<file path="src/pkg/bpmc_defs.svh">
// constants for the backup power mode control block: offsets, field positions,
// reset values and timing counts.
// assumes inclusion by bare name from package and design files.
`ifndef BPMC_DEFS_SVH
`define BPMC_DEFS_SVH

// -----------------------------------------------------------------------------
// register offsets (one step per 32-bit register on the plain register port)
// -----------------------------------------------------------------------------
`define BPMC_ADDR_W 4
`define BPMC_OFF_CTRL 4'h0
`define BPMC_OFF_STATUS 4'h1
`define BPMC_OFF_IRQ_STAT 4'h2
`define BPMC_OFF_IRQ_MASK 4'h3
`define BPMC_OFF_TS_TIME 4'h4

// -----------------------------------------------------------------------------
// control register fields
// -----------------------------------------------------------------------------
`define BPMC_CTRL_SEL_LSB 0
`define BPMC_CTRL_SEL_MSB 2
`define BPMC_CTRL_BIE_BIT 3
`define BPMC_CTRL_BATTERY_SWITCH_TIMESTAMP_ENABLE_BIT 4
`define BPMC_CTRL_RST 8'h00

// -----------------------------------------------------------------------------
// status register fields
// -----------------------------------------------------------------------------
`define BPMC_ST_BSF_BIT 0
`define BPMC_ST_BLF_BIT 1
`define BPMC_ST_BACKUP_BIT 2
`define BPMC_ST_PFO_BIT 3
`define BPMC_ST_CLR_BSF_BIT 0

// -----------------------------------------------------------------------------
// interrupt status / mask fields (same layout)
// -----------------------------------------------------------------------------
`define BPMC_IRQ_W 3
`define BPMC_IRQ_SWITCH_BIT 0
`define BPMC_IRQ_BATLOW_BIT 1
`define BPMC_IRQ_RETURN_BIT 2
`define BPMC_IRQ_MASK_RST 3'h0

// -----------------------------------------------------------------------------
// timing: power fail comparator recovery after return to main supply
// -----------------------------------------------------------------------------
`define BPMC_CLK_HZ 10000000
`define BPMC_T_REC_US 15630
`define BPMC_REC_CYCLES ((`BPMC_T_REC_US * (`BPMC_CLK_HZ / 1000000) + 0))
`define BPMC_TIME_W 32

`endif

</file>
<file path="src/pkg/bpmc_pkg.sv">
// types for the backup power mode control block.
// assumes bpmc_defs.svh sits on the include path.
`include "bpmc_defs.svh"

package bpmc_pkg;

    // switch-over operating mode
    typedef enum logic [1:0] {
        BPMC_MODE_STANDARD,
        BPMC_MODE_DIRECT,
        BPMC_MODE_DISABLED
    } bpmc_mode_t;

    // decoded power function selection
    typedef struct packed {
        bpmc_mode_t mode;
        logic batlow_en;
        logic pfail_en;
    } bpmc_func_t;

    // supply state machine
    typedef enum logic [1:0] {
        BPMC_ST_MAIN,
        BPMC_ST_BACKUP,
        BPMC_ST_RECOVER
    } bpmc_state_t;

endpackage : bpmc_pkg

</file>
<file path="src/pkg/bpmc_cmp_if.sv">
// interface carrying synchronised comparator results and decoded function
// between the main block and its helper modules.
// assumes one clock domain, core_clk_i.
`timescale 1ns/1ps

interface bpmc_cmp_if;
    logic vdd_lt_bat;
    logic vdd_lt_thr;
    logic bat_low;
    logic pfi_low;
    logic [2:0] sel;
    bpmc_pkg::bpmc_func_t func;
    logic pfail_cond;

    modport decoder (
        input sel,
        output func
    );
    modport judge (
        input vdd_lt_bat,
        input vdd_lt_thr,
        input func,
        output pfail_cond
    );
    modport top (
        output vdd_lt_bat,
        output vdd_lt_thr,
        output sel,
        input func,
        input pfail_cond,
        output bat_low,
        output pfi_low
    );
endinterface : bpmc_cmp_if

</file>
<file path="src/bpmc_power_ctrl.sv">
// backup power mode control: selection decode, supply switch-over state,
// battery switch and low flags, timestamp capture, interface blocking.
// assumes analog comparator outputs asynchronous to core_clk_i, a running
// time counter on the same clock, and a host serial front end beside it.
// REC_CYCLES sets how long the power-fail comparator stays off after the return to main.
//
// Local design decisions: the register offsets and the plain strobed port.
`timescale 1ns/1ps
`include "bpmc_defs.svh"

module bpmc_power_ctrl #(
    parameter int unsigned REC_CYCLES = `BPMC_REC_CYCLES
) (
    input wire logic core_clk_i,
    input wire logic rst_i,
    // register port
    input wire logic [`BPMC_ADDR_W-1:0] reg_addr_i,
    input wire logic [31:0] reg_wdata_i,
    input wire logic reg_wr_i,
    input wire logic reg_rd_i,
    output logic [31:0] reg_rdata_o,
    // analog comparator results, asynchronous
    input wire logic vdd_below_bat_i,
    input wire logic vdd_below_thr_i,
    input wire logic bat_below_low_i,
    input wire logic pfi_below_ref_i,
    // current time and date from the counter chain
    input wire logic [`BPMC_TIME_W-1:0] time_now_i,
    // serial interface gating
    input wire logic [3:0] serial_in_i,
    output logic [3:0] serial_in_gated_o,
    input wire logic [3:0] serial_out_i,
    input wire logic [3:0] serial_oe_i,
    output logic [3:0] serial_out_o,
    output logic [3:0] serial_oe_o,
    // power outputs
    output logic on_backup_o,
    output logic power_fail_out_o,
    output logic power_fail_out_oe_o,
    output logic ts_capture_o,
    output logic irq_o
);
    // -------------------------------------------------------------------------
    // comparator synchronisers
    // -------------------------------------------------------------------------
    // pfi, low bat, below thr, below bat
    logic [3:0] sync_a;
    logic [3:0] sync_b;

    logic [3:0] next_sync_a;
    logic [3:0] next_sync_b;

    // first stage feeds only the second stage
    always_comb begin
        next_sync_a = {pfi_below_ref_i, bat_below_low_i, vdd_below_thr_i, vdd_below_bat_i};
        next_sync_b = sync_a;
    end

    // two flops before any logic reads a pin
    always_ff @(posedge core_clk_i) begin
        if (rst_i) begin
            sync_a <= 4'h0;
            sync_b <= 4'h0;
        end else begin
            sync_a <= next_sync_a;
            sync_b <= next_sync_b;
        end
    end

    // -------------------------------------------------------------------------
    // helper modules
    // -------------------------------------------------------------------------
    // bundle shared by the helpers
    bpmc_cmp_if cmp ();
    logic [7:0] ctrl;

    assign cmp.vdd_lt_bat = sync_b[0];
    assign cmp.vdd_lt_thr = sync_b[1];
    assign cmp.bat_low = sync_b[2];
    assign cmp.pfi_low = sync_b[3];
    assign cmp.sel = ctrl[`BPMC_CTRL_SEL_MSB:`BPMC_CTRL_SEL_LSB];

    // mode and enables
    bpmc_func_decode u_decode (
        .cmp(cmp)
    );

    // failure condition per mode
    bpmc_fail_judge u_judge (
        .cmp(cmp)
    );

    // -------------------------------------------------------------------------
    // supply state machine
    // -------------------------------------------------------------------------
    bpmc_pkg::bpmc_state_t state;
    bpmc_pkg::bpmc_state_t next_state;

    // recovery clock count
    logic [31:0] rec_cnt;
    logic [31:0] next_rec_cnt;
    // strobes at state edges
    logic enter_backup;
    logic leave_backup;

    // recovery keeps the comparator off for a while so a bouncing supply
    // does not toggle the power-fail pin before it settles
    always_comb begin
        next_state = state;
        next_rec_cnt = rec_cnt;
        enter_backup = 1'b0;
        leave_backup = 1'b0;
        case (state)
            bpmc_pkg::BPMC_ST_MAIN: begin
                if (cmp.pfail_cond) begin
                    next_state = bpmc_pkg::BPMC_ST_BACKUP;
                    enter_backup = 1'b1;
                end
            end
            bpmc_pkg::BPMC_ST_BACKUP: begin
                if (!cmp.pfail_cond) begin
                    next_state = bpmc_pkg::BPMC_ST_RECOVER;
                    next_rec_cnt = 32'h0;
                    leave_backup = 1'b1;
                end
            end
            // new failure beats the count
            bpmc_pkg::BPMC_ST_RECOVER: begin
                if (cmp.pfail_cond) begin
                    next_state = bpmc_pkg::BPMC_ST_BACKUP;
                    enter_backup = 1'b1;
                end else if (rec_cnt >= REC_CYCLES - 1) begin
                    next_state = bpmc_pkg::BPMC_ST_MAIN;
                end else begin
                    next_rec_cnt = rec_cnt + 32'h1;
                end
            end
            default: next_state = bpmc_pkg::BPMC_ST_MAIN;
        endcase
    end

    // state and count registers
    always_ff @(posedge core_clk_i) begin
        if (rst_i) begin
            state <= bpmc_pkg::BPMC_ST_MAIN;
            rec_cnt <= 32'h0;
        end else begin
            state <= next_state;
            rec_cnt <= next_rec_cnt;
        end
    end

    // only backup blocks the host
    logic backup;
    assign backup = (state == bpmc_pkg::BPMC_ST_BACKUP);

    // -------------------------------------------------------------------------
    // registers, flags, timestamp
    // -------------------------------------------------------------------------
    logic bsf;
    logic battery_low_flag;
    logic [`BPMC_IRQ_W-1:0] irq_stat;
    logic [`BPMC_IRQ_W-1:0] irq_mask;
    logic [`BPMC_TIME_W-1:0] ts_time;
    logic [31:0] rdata;
    logic ts_pulse;

    // next values
    logic [7:0] next_ctrl;
    logic next_bsf;
    logic next_blf;
    logic [`BPMC_IRQ_W-1:0] next_irq_stat;
    logic [`BPMC_IRQ_W-1:0] next_irq_mask;
    logic [`BPMC_TIME_W-1:0] next_ts_time;
    logic [31:0] next_rdata;
    logic next_ts_pulse;

    // gated host strobes
    logic wr_ok;
    logic rd_ok;
    // events of this cycle
    logic [`BPMC_IRQ_W-1:0] irq_evt;

    // host accesses are dropped entirely while on backup
    assign wr_ok = reg_wr_i & ~backup;
    assign rd_ok = reg_rd_i & ~backup;

    // host writes and power events
    always_comb begin
        next_ctrl = ctrl;
        next_bsf = bsf;
        next_irq_mask = irq_mask;
        next_ts_time = ts_time;
        next_ts_pulse = 1'b0;
        next_rdata = 32'h0;
        // low-battery flag simply tracks the comparator while enabled
        next_blf = cmp.func.batlow_en & cmp.bat_low;
        // unmapped writes are dropped
        if (wr_ok) begin
            case (reg_addr_i)
                `BPMC_OFF_CTRL: next_ctrl = reg_wdata_i[7:0];
                `BPMC_OFF_STATUS: begin
                    if (reg_wdata_i[`BPMC_ST_CLR_BSF_BIT]) begin
                        next_bsf = 1'b0;
                    end
                end
                `BPMC_OFF_IRQ_MASK: next_irq_mask = reg_wdata_i[`BPMC_IRQ_W-1:0];
                default: next_ctrl = ctrl;
            endcase
        end
        // set after clear: an entry in the clear cycle is kept
        if (enter_backup) begin
            next_bsf = 1'b1;
            if (ctrl[`BPMC_CTRL_BATTERY_SWITCH_TIMESTAMP_ENABLE_BIT]) begin
                next_ts_time = time_now_i;
                next_ts_pulse = 1'b1;
            end
        end
        // data stand one cycle, else zero
        if (rd_ok) begin
            case (reg_addr_i)
                `BPMC_OFF_CTRL: next_rdata = {24'h0, ctrl};
                `BPMC_OFF_STATUS: next_rdata = {28'h0, power_fail_out_o, backup, battery_low_flag, bsf};
                `BPMC_OFF_IRQ_STAT: next_rdata = {29'h0, irq_stat};
                `BPMC_OFF_IRQ_MASK: next_rdata = {29'h0, irq_mask};
                `BPMC_OFF_TS_TIME: next_rdata = ts_time;
                default: next_rdata = 32'h0;
            endcase
        end
    end

    // sticky events: a read clears, a coinciding event wins
    always_comb begin
        irq_evt = '0;
        irq_evt[`BPMC_IRQ_SWITCH_BIT] = enter_backup & ctrl[`BPMC_CTRL_BIE_BIT];
        irq_evt[`BPMC_IRQ_BATLOW_BIT] = next_blf & ~battery_low_flag;
        irq_evt[`BPMC_IRQ_RETURN_BIT] = leave_backup;
        next_irq_stat = irq_stat;
        if (rd_ok && reg_addr_i == `BPMC_OFF_IRQ_STAT) begin
            next_irq_stat = '0;
        end
        next_irq_stat = next_irq_stat | irq_evt;
    end

    // reset restores the idle defaults
    always_ff @(posedge core_clk_i) begin
        if (rst_i) begin
            ctrl <= `BPMC_CTRL_RST;
            bsf <= 1'b0;
            battery_low_flag <= 1'b0;
            irq_stat <= '0;
            irq_mask <= `BPMC_IRQ_MASK_RST;
            ts_time <= '0;
            rdata <= 32'h0;
            ts_pulse <= 1'b0;
        end else begin
            ctrl <= next_ctrl;
            bsf <= next_bsf;
            battery_low_flag <= next_blf;
            irq_stat <= next_irq_stat;
            irq_mask <= next_irq_mask;
            ts_time <= next_ts_time;
            rdata <= next_rdata;
            ts_pulse <= next_ts_pulse;
        end
    end

    // -------------------------------------------------------------------------
    // outputs
    // -------------------------------------------------------------------------
    // with the switch bit masked, the switch interrupt needs the flag itself, so clearing it drops irq
    assign irq_o = |(irq_stat & irq_mask) |
        (bsf & ctrl[`BPMC_CTRL_BIE_BIT]);

    // register copies to pins
    assign reg_rdata_o = rdata;
    assign on_backup_o = backup;
    assign ts_capture_o = ts_pulse;

    // host interface dead on backup
    assign serial_in_gated_o = backup ? 4'h0 : serial_in_i;
    assign serial_out_o = backup ? 4'h0 : serial_out_i;
    assign serial_oe_o = backup ? 4'h0 : serial_oe_i;
    // open-drain active low: pulled low on backup, and on main when enabled and input under reference
    assign power_fail_out_o = 1'b0;
    assign power_fail_out_oe_o = backup |
        ((state == bpmc_pkg::BPMC_ST_MAIN) & cmp.func.pfail_en & cmp.pfi_low);
endmodule : bpmc_power_ctrl

</file>
<file path="src/bpmc_func_decode.sv">
// decoder of the 3-bit power function selection into mode and enables.
// assumes a selection value registered on core_clk_i.
`timescale 1ns/1ps

module bpmc_func_decode (
    bpmc_cmp_if.decoder cmp
);
    // -------------------------------------------------------------------------
    // selection table
    // -------------------------------------------------------------------------
    // decode is purely combinational; the selection register already holds it
    always_comb begin
        cmp.func.mode = bpmc_pkg::BPMC_MODE_STANDARD;
        cmp.func.batlow_en = 1'b0;
        cmp.func.pfail_en = 1'b0;
        case (cmp.sel)
            3'h0: begin
                cmp.func.batlow_en = 1'b1;
                cmp.func.pfail_en = 1'b1;
            end
            3'h1: cmp.func.pfail_en = 1'b1;
            3'h2: cmp.func.pfail_en = 1'b0;
            3'h3: begin
                cmp.func.mode = bpmc_pkg::BPMC_MODE_DIRECT;
                cmp.func.batlow_en = 1'b1;
                cmp.func.pfail_en = 1'b1;
            end
            3'h4: begin
                cmp.func.mode = bpmc_pkg::BPMC_MODE_DIRECT;
                cmp.func.pfail_en = 1'b1;
            end
            3'h5: cmp.func.mode = bpmc_pkg::BPMC_MODE_DIRECT;
            3'h6: begin
                cmp.func.mode = bpmc_pkg::BPMC_MODE_DISABLED;
                cmp.func.pfail_en = 1'b1;
            end
            default: cmp.func.mode = bpmc_pkg::BPMC_MODE_DISABLED;
        endcase
        // low-battery detection cannot survive a disabled switch-over
        if (cmp.func.mode == bpmc_pkg::BPMC_MODE_DISABLED) begin
            cmp.func.batlow_en = 1'b0;
        end
    end
endmodule : bpmc_func_decode

</file>
<file path="src/bpmc_fail_judge.sv">
// power failure condition from synchronised supply comparator results.
// assumes comparator levels already pass a two-flop synchroniser.
`timescale 1ns/1ps

module bpmc_fail_judge (
    bpmc_cmp_if.judge cmp
);
    // -------------------------------------------------------------------------
    // failure condition per mode
    // -------------------------------------------------------------------------
    always_comb begin
        case (cmp.func.mode)
            bpmc_pkg::BPMC_MODE_STANDARD: cmp.pfail_cond = cmp.vdd_lt_bat & cmp.vdd_lt_thr;
            bpmc_pkg::BPMC_MODE_DIRECT: cmp.pfail_cond = cmp.vdd_lt_bat;
            default: cmp.pfail_cond = 1'b0;
        endcase
    end
endmodule : bpmc_fail_judge

</file>
<file path="config.mk">
export PLATFORM = sky130hd
export DESIGN_NAME = bpmc_power_ctrl
export DESIGN_NICKNAME = d
export VERILOG_FILES = /design/src/pkg/bpmc_pkg.sv /design/src/pkg/bpmc_cmp_if.sv /design/src/bpmc_power_ctrl.sv /design/src/bpmc_func_decode.sv /design/src/bpmc_fail_judge.sv
export VERILOG_INCLUDE_DIRS = /design/src /design/src/pkg
export SDC_FILE = /design/constraint.sdc
export NUM_CORES = 1
export LEC_CHECK = 0
export ABC_AREA = 1
export BUFFER_PORTS_ARGS = -buffer_cell sky130_fd_sc_hd__buf_2
export CAP_MARGIN = 20
export CORE_ASPECT_RATIO = 1.75
export CORE_UTILIZATION = 52
export DETAILED_ROUTE_END_ITERATION = 8
export GPL_TIMING_DRIVEN = 0
export HOLD_SLACK_MARGIN = 0.02
export PLACE_DENSITY = 0.92
export SYNTH_ARGS = -nofsm -noshare
export SYNTH_HDL_FRONTEND = slang
export SYNTH_SLANG_ARGS = --single-unit
export TNS_END_PERCENT = 100
</file>
<file path="constraint.sdc">
create_clock -name core_clk_i -period 2.22 [get_ports core_clk_i]
set_clock_uncertainty 0.1 [all_clocks]
set_input_delay 0.111 -clock core_clk_i [delete_from_list [all_inputs] [get_ports core_clk_i]]
set_output_delay 0.111 -clock core_clk_i [all_outputs]
set_load 0.02 [all_outputs]
</file>
==> results.md <==
* Status: finished, violations left
* Failing checks: setup timing
* H-tree Lvls at 4
* Post-DP HPWL at 9.364 mm
* CTS tree: yes
* Area post-placement at 5608 um^2
* Crit path DAT at 2420 ps
* Wire per inst at 22.07 um
* RSZ-0062 raised after global routing: no
* Commonest non-fill, non-tap cell in the layout: dfxtp_1
* Antenna violations before repair at 0
* WS Path Type: flop to flop
* Num Clock Sinks at 123
* # IOs at 137
* CTS Buf Count at 17
* Clock buffer depth at 2
* Die area at 9845 um^2
* Dominant cells by area after synthesis: dfxtp_1 50%, nor2_1 7.2%, inv_1 6.6%, a21oi_1 6.1%, nand2_1 5.9%
* Clock Tree Root: clkbuf_16
* Initial Util at 53.96%
* Count of different cell masters after synthesis at 32
* Vias in the first global route at 6022
* FF-to-FF End: reg_rdata_o[12]
* Lkg Pwr at 2.738 nW
* CP Capture Type: flop
* Number of nets in the layout at 906
* Total power draw at 0.005464 W
* Vias per cell at 6.286
* Power Density at 820.7 nW/um^2
* R2R depth at 6
* Worst skew pair latency at 430 ps
* Tcrit/Tclk final at 101.3%
* Final hold vios at 0
* Die Span X at 75.44 um
* Clk pin slew, worst setup/hold paths at 60 ps
* Core box area at 9094 um^2
* Setup Viol. Count Final at 5
* Crit path time final at 2250 ps
* ANT nets after route at 0
* DRC Markers at 0
* Hold/Removal Path Class: input pin to flop
* CP required at 2390 ps
* Area leader, netlist: dfxtp_1
* Total global-route track usage at 44.76%
* Max_slew headroom at 49.64%
* Max Fclk at 444.5 MHz
* Mapped Area at 4907 um^2
* Synth Register Bits at 123
* Crit path max fanout at 10
* Drt initial violations at 732
* Layout cell share with drive strength beyond 1 at 20.65%
* Startpoint types: flop
* Avg Cell Area, Syn at 7.632 um^2
* Fillcell total at 550
* GR Overflow Total at 0
* Via Count at 5959
* Post-Synthesis Cells at 643
* Pre-antenna DRT Iters at 6
* Max cap viols at 0
* Wire length of the first global-routing pass at 31.72 mm
* R2R Path Start: state[0]
* Post-synth top area share at 50.18%
* Critical Path Source: state[0]
* Total wire length at 20.92 mm
* Worst setup path endpoint: reg_rdata_o[12]
* Area grow syn2layout at 35.67%
* Final Instance Area at 6658 um^2
* Worst-Margin Slew at 755.4 ps
* Die Ht at 130.5 um
* Rows at 46
* Commonest cells after routing, fill and taps aside: 123 x dfxtp_1, 111 x buf_2, 93 x nor2_1, 86 x inv_1, 77 x nand2_1
* Largest net degree at the start of global routing at 17
* Post-route setup slack at -29.94 ps
* Worst vdd ir at 0.0007676 V
* Post-CTS Setup Repair Bufs at 0
* R2r setup slk at -30 ps
* Antenna diode count at 0
* Final Max Tran Viols at 0
* Ys Warns at 0
* PortBufs at 110
* Placer congestion estimate at 0.8935
* Syn_nets at 732
* Register area share after synthesis at 50.18%
## where the power goes
group	internal (W)	leakage (nW)	switching, W	total [W]
registers	0.00222	0.993	0.0000112	0.00223
logic	0.000137	1.47	0.000189	0.000327
clock network	0.00179	0.279	0.00112	0.00290
## stage by stage
step	TNS, ps	cells	hold WS, ps	utilization, %	worst slack [ps]
floorplan	0	643	118.0	-	619.1
global placement	0	873	216.7	61.67	361.8
detailed placement	0	873	227.4	61.67	351.8
CTS	0	948	53.51	73.12	275.5
global route	0	948	81.32	73.21	4.263
finish	-116.0	948	95.47	73.21	-29.94
## sequential cells by signal (all words and copies together), names as in the netlist
name,count
ctrl,8
next_sync_b,4
sync_b,4
bsf,1
state,2
irq_stat,3
ts_capture_o,1
reg_rdata_o,32
rec_cnt,32
irq_mask,3
battery_low_flag,1
ts_time,32
## final cells by class
class	count	area (um^2)	area share, %
Multi-Input combinational cell	394	1894	28.45
Timing Repair Buffer	155	1001	15.03
Tap cell	120	150.1	2.255
Clock buffer	20	446.7	6.709
Sequential cell	123	2462	36.99
Clock inverter	10	143.9	2.161
Inverter	93	349.1	5.243
Buffer	33	210.2	3.157
## critical path, cell delays in order (launching register included)
cell      delay [ps]
dfxtp_1          490
inv_2            120
nor2_4           220
inv_2            130
nand3_1          280
clkbuf_1         620
nor3_1           140
## per-layer routing
metal	track usage, %	part of all wire [%]
met3	16.18	11
met2	70.22	46
met1	46.21	31
met4	37.80	11
met5	1.667	0
## Yosys cell counts
master	n
a211oi_1	4
dfxtp_1	123
nor4_1	2
a32o_1	1
clkbuf_1	18
inv_2	7
inv_1	86
buf_1	1
o2111ai_1	1
nand2_4	2
and2_1	1
nor3b_1	1
nand2_1	77
buf_2	1
buf_6	9
nor3_1	32
xnor2_1	2
nand3b_1	3
o21ai_0	28
conb_1	1
ha_1	1
xor2_1	10
nand3_1	34
nor2_4	2
a21oi_1	60
nor2_2	2
nor2_1	94
o22ai_1	11
buf_4	4
o211ai_1	1
o21ai_1	22
nand2_2	2
## cells by family (layout without fill, tap and decap cells)
kind of cell               after synthesis  after routing  share of synthesized area, %
adders and majority gates                1              1                        0.2549
DFF                                    123            123                         50.18
buffers and inverters                  126            311                         11.35
xor gates and xnor gates                12             12                         2.142
AOI/OAI and AO/OA                      128            128                         13.77
other                                    1              1                       0.07642
and+or+nand+nor                        252            252                         22.23
## how the worst min path moves through the flow
stage | startpoint | end | slack, ps | depth (start not counted)
final | reg_wdata_i[3] | ctrl[3] | 100 | 3
after floorplan | vdd_below_bat_i | next_sync_b[0] | 120 | 2
after global routing | reg_wdata_i[3] | ctrl[3] | 80 | 3
after detailed placement | vdd_below_bat_i | next_sync_b[0] | 230 | 3
after CTS | reg_wdata_i[3] | ctrl[3] | 50 | 3
after global placement | vdd_below_bat_i | next_sync_b[0] | 220 | 3
## timing repair
item	CTS	global route
resized for setup	0	6
endpoints found under the setup margin	0	10
hold endpoints to repair	49	0
hold buffers	45	0
Power figures use the tool's default switching activity.
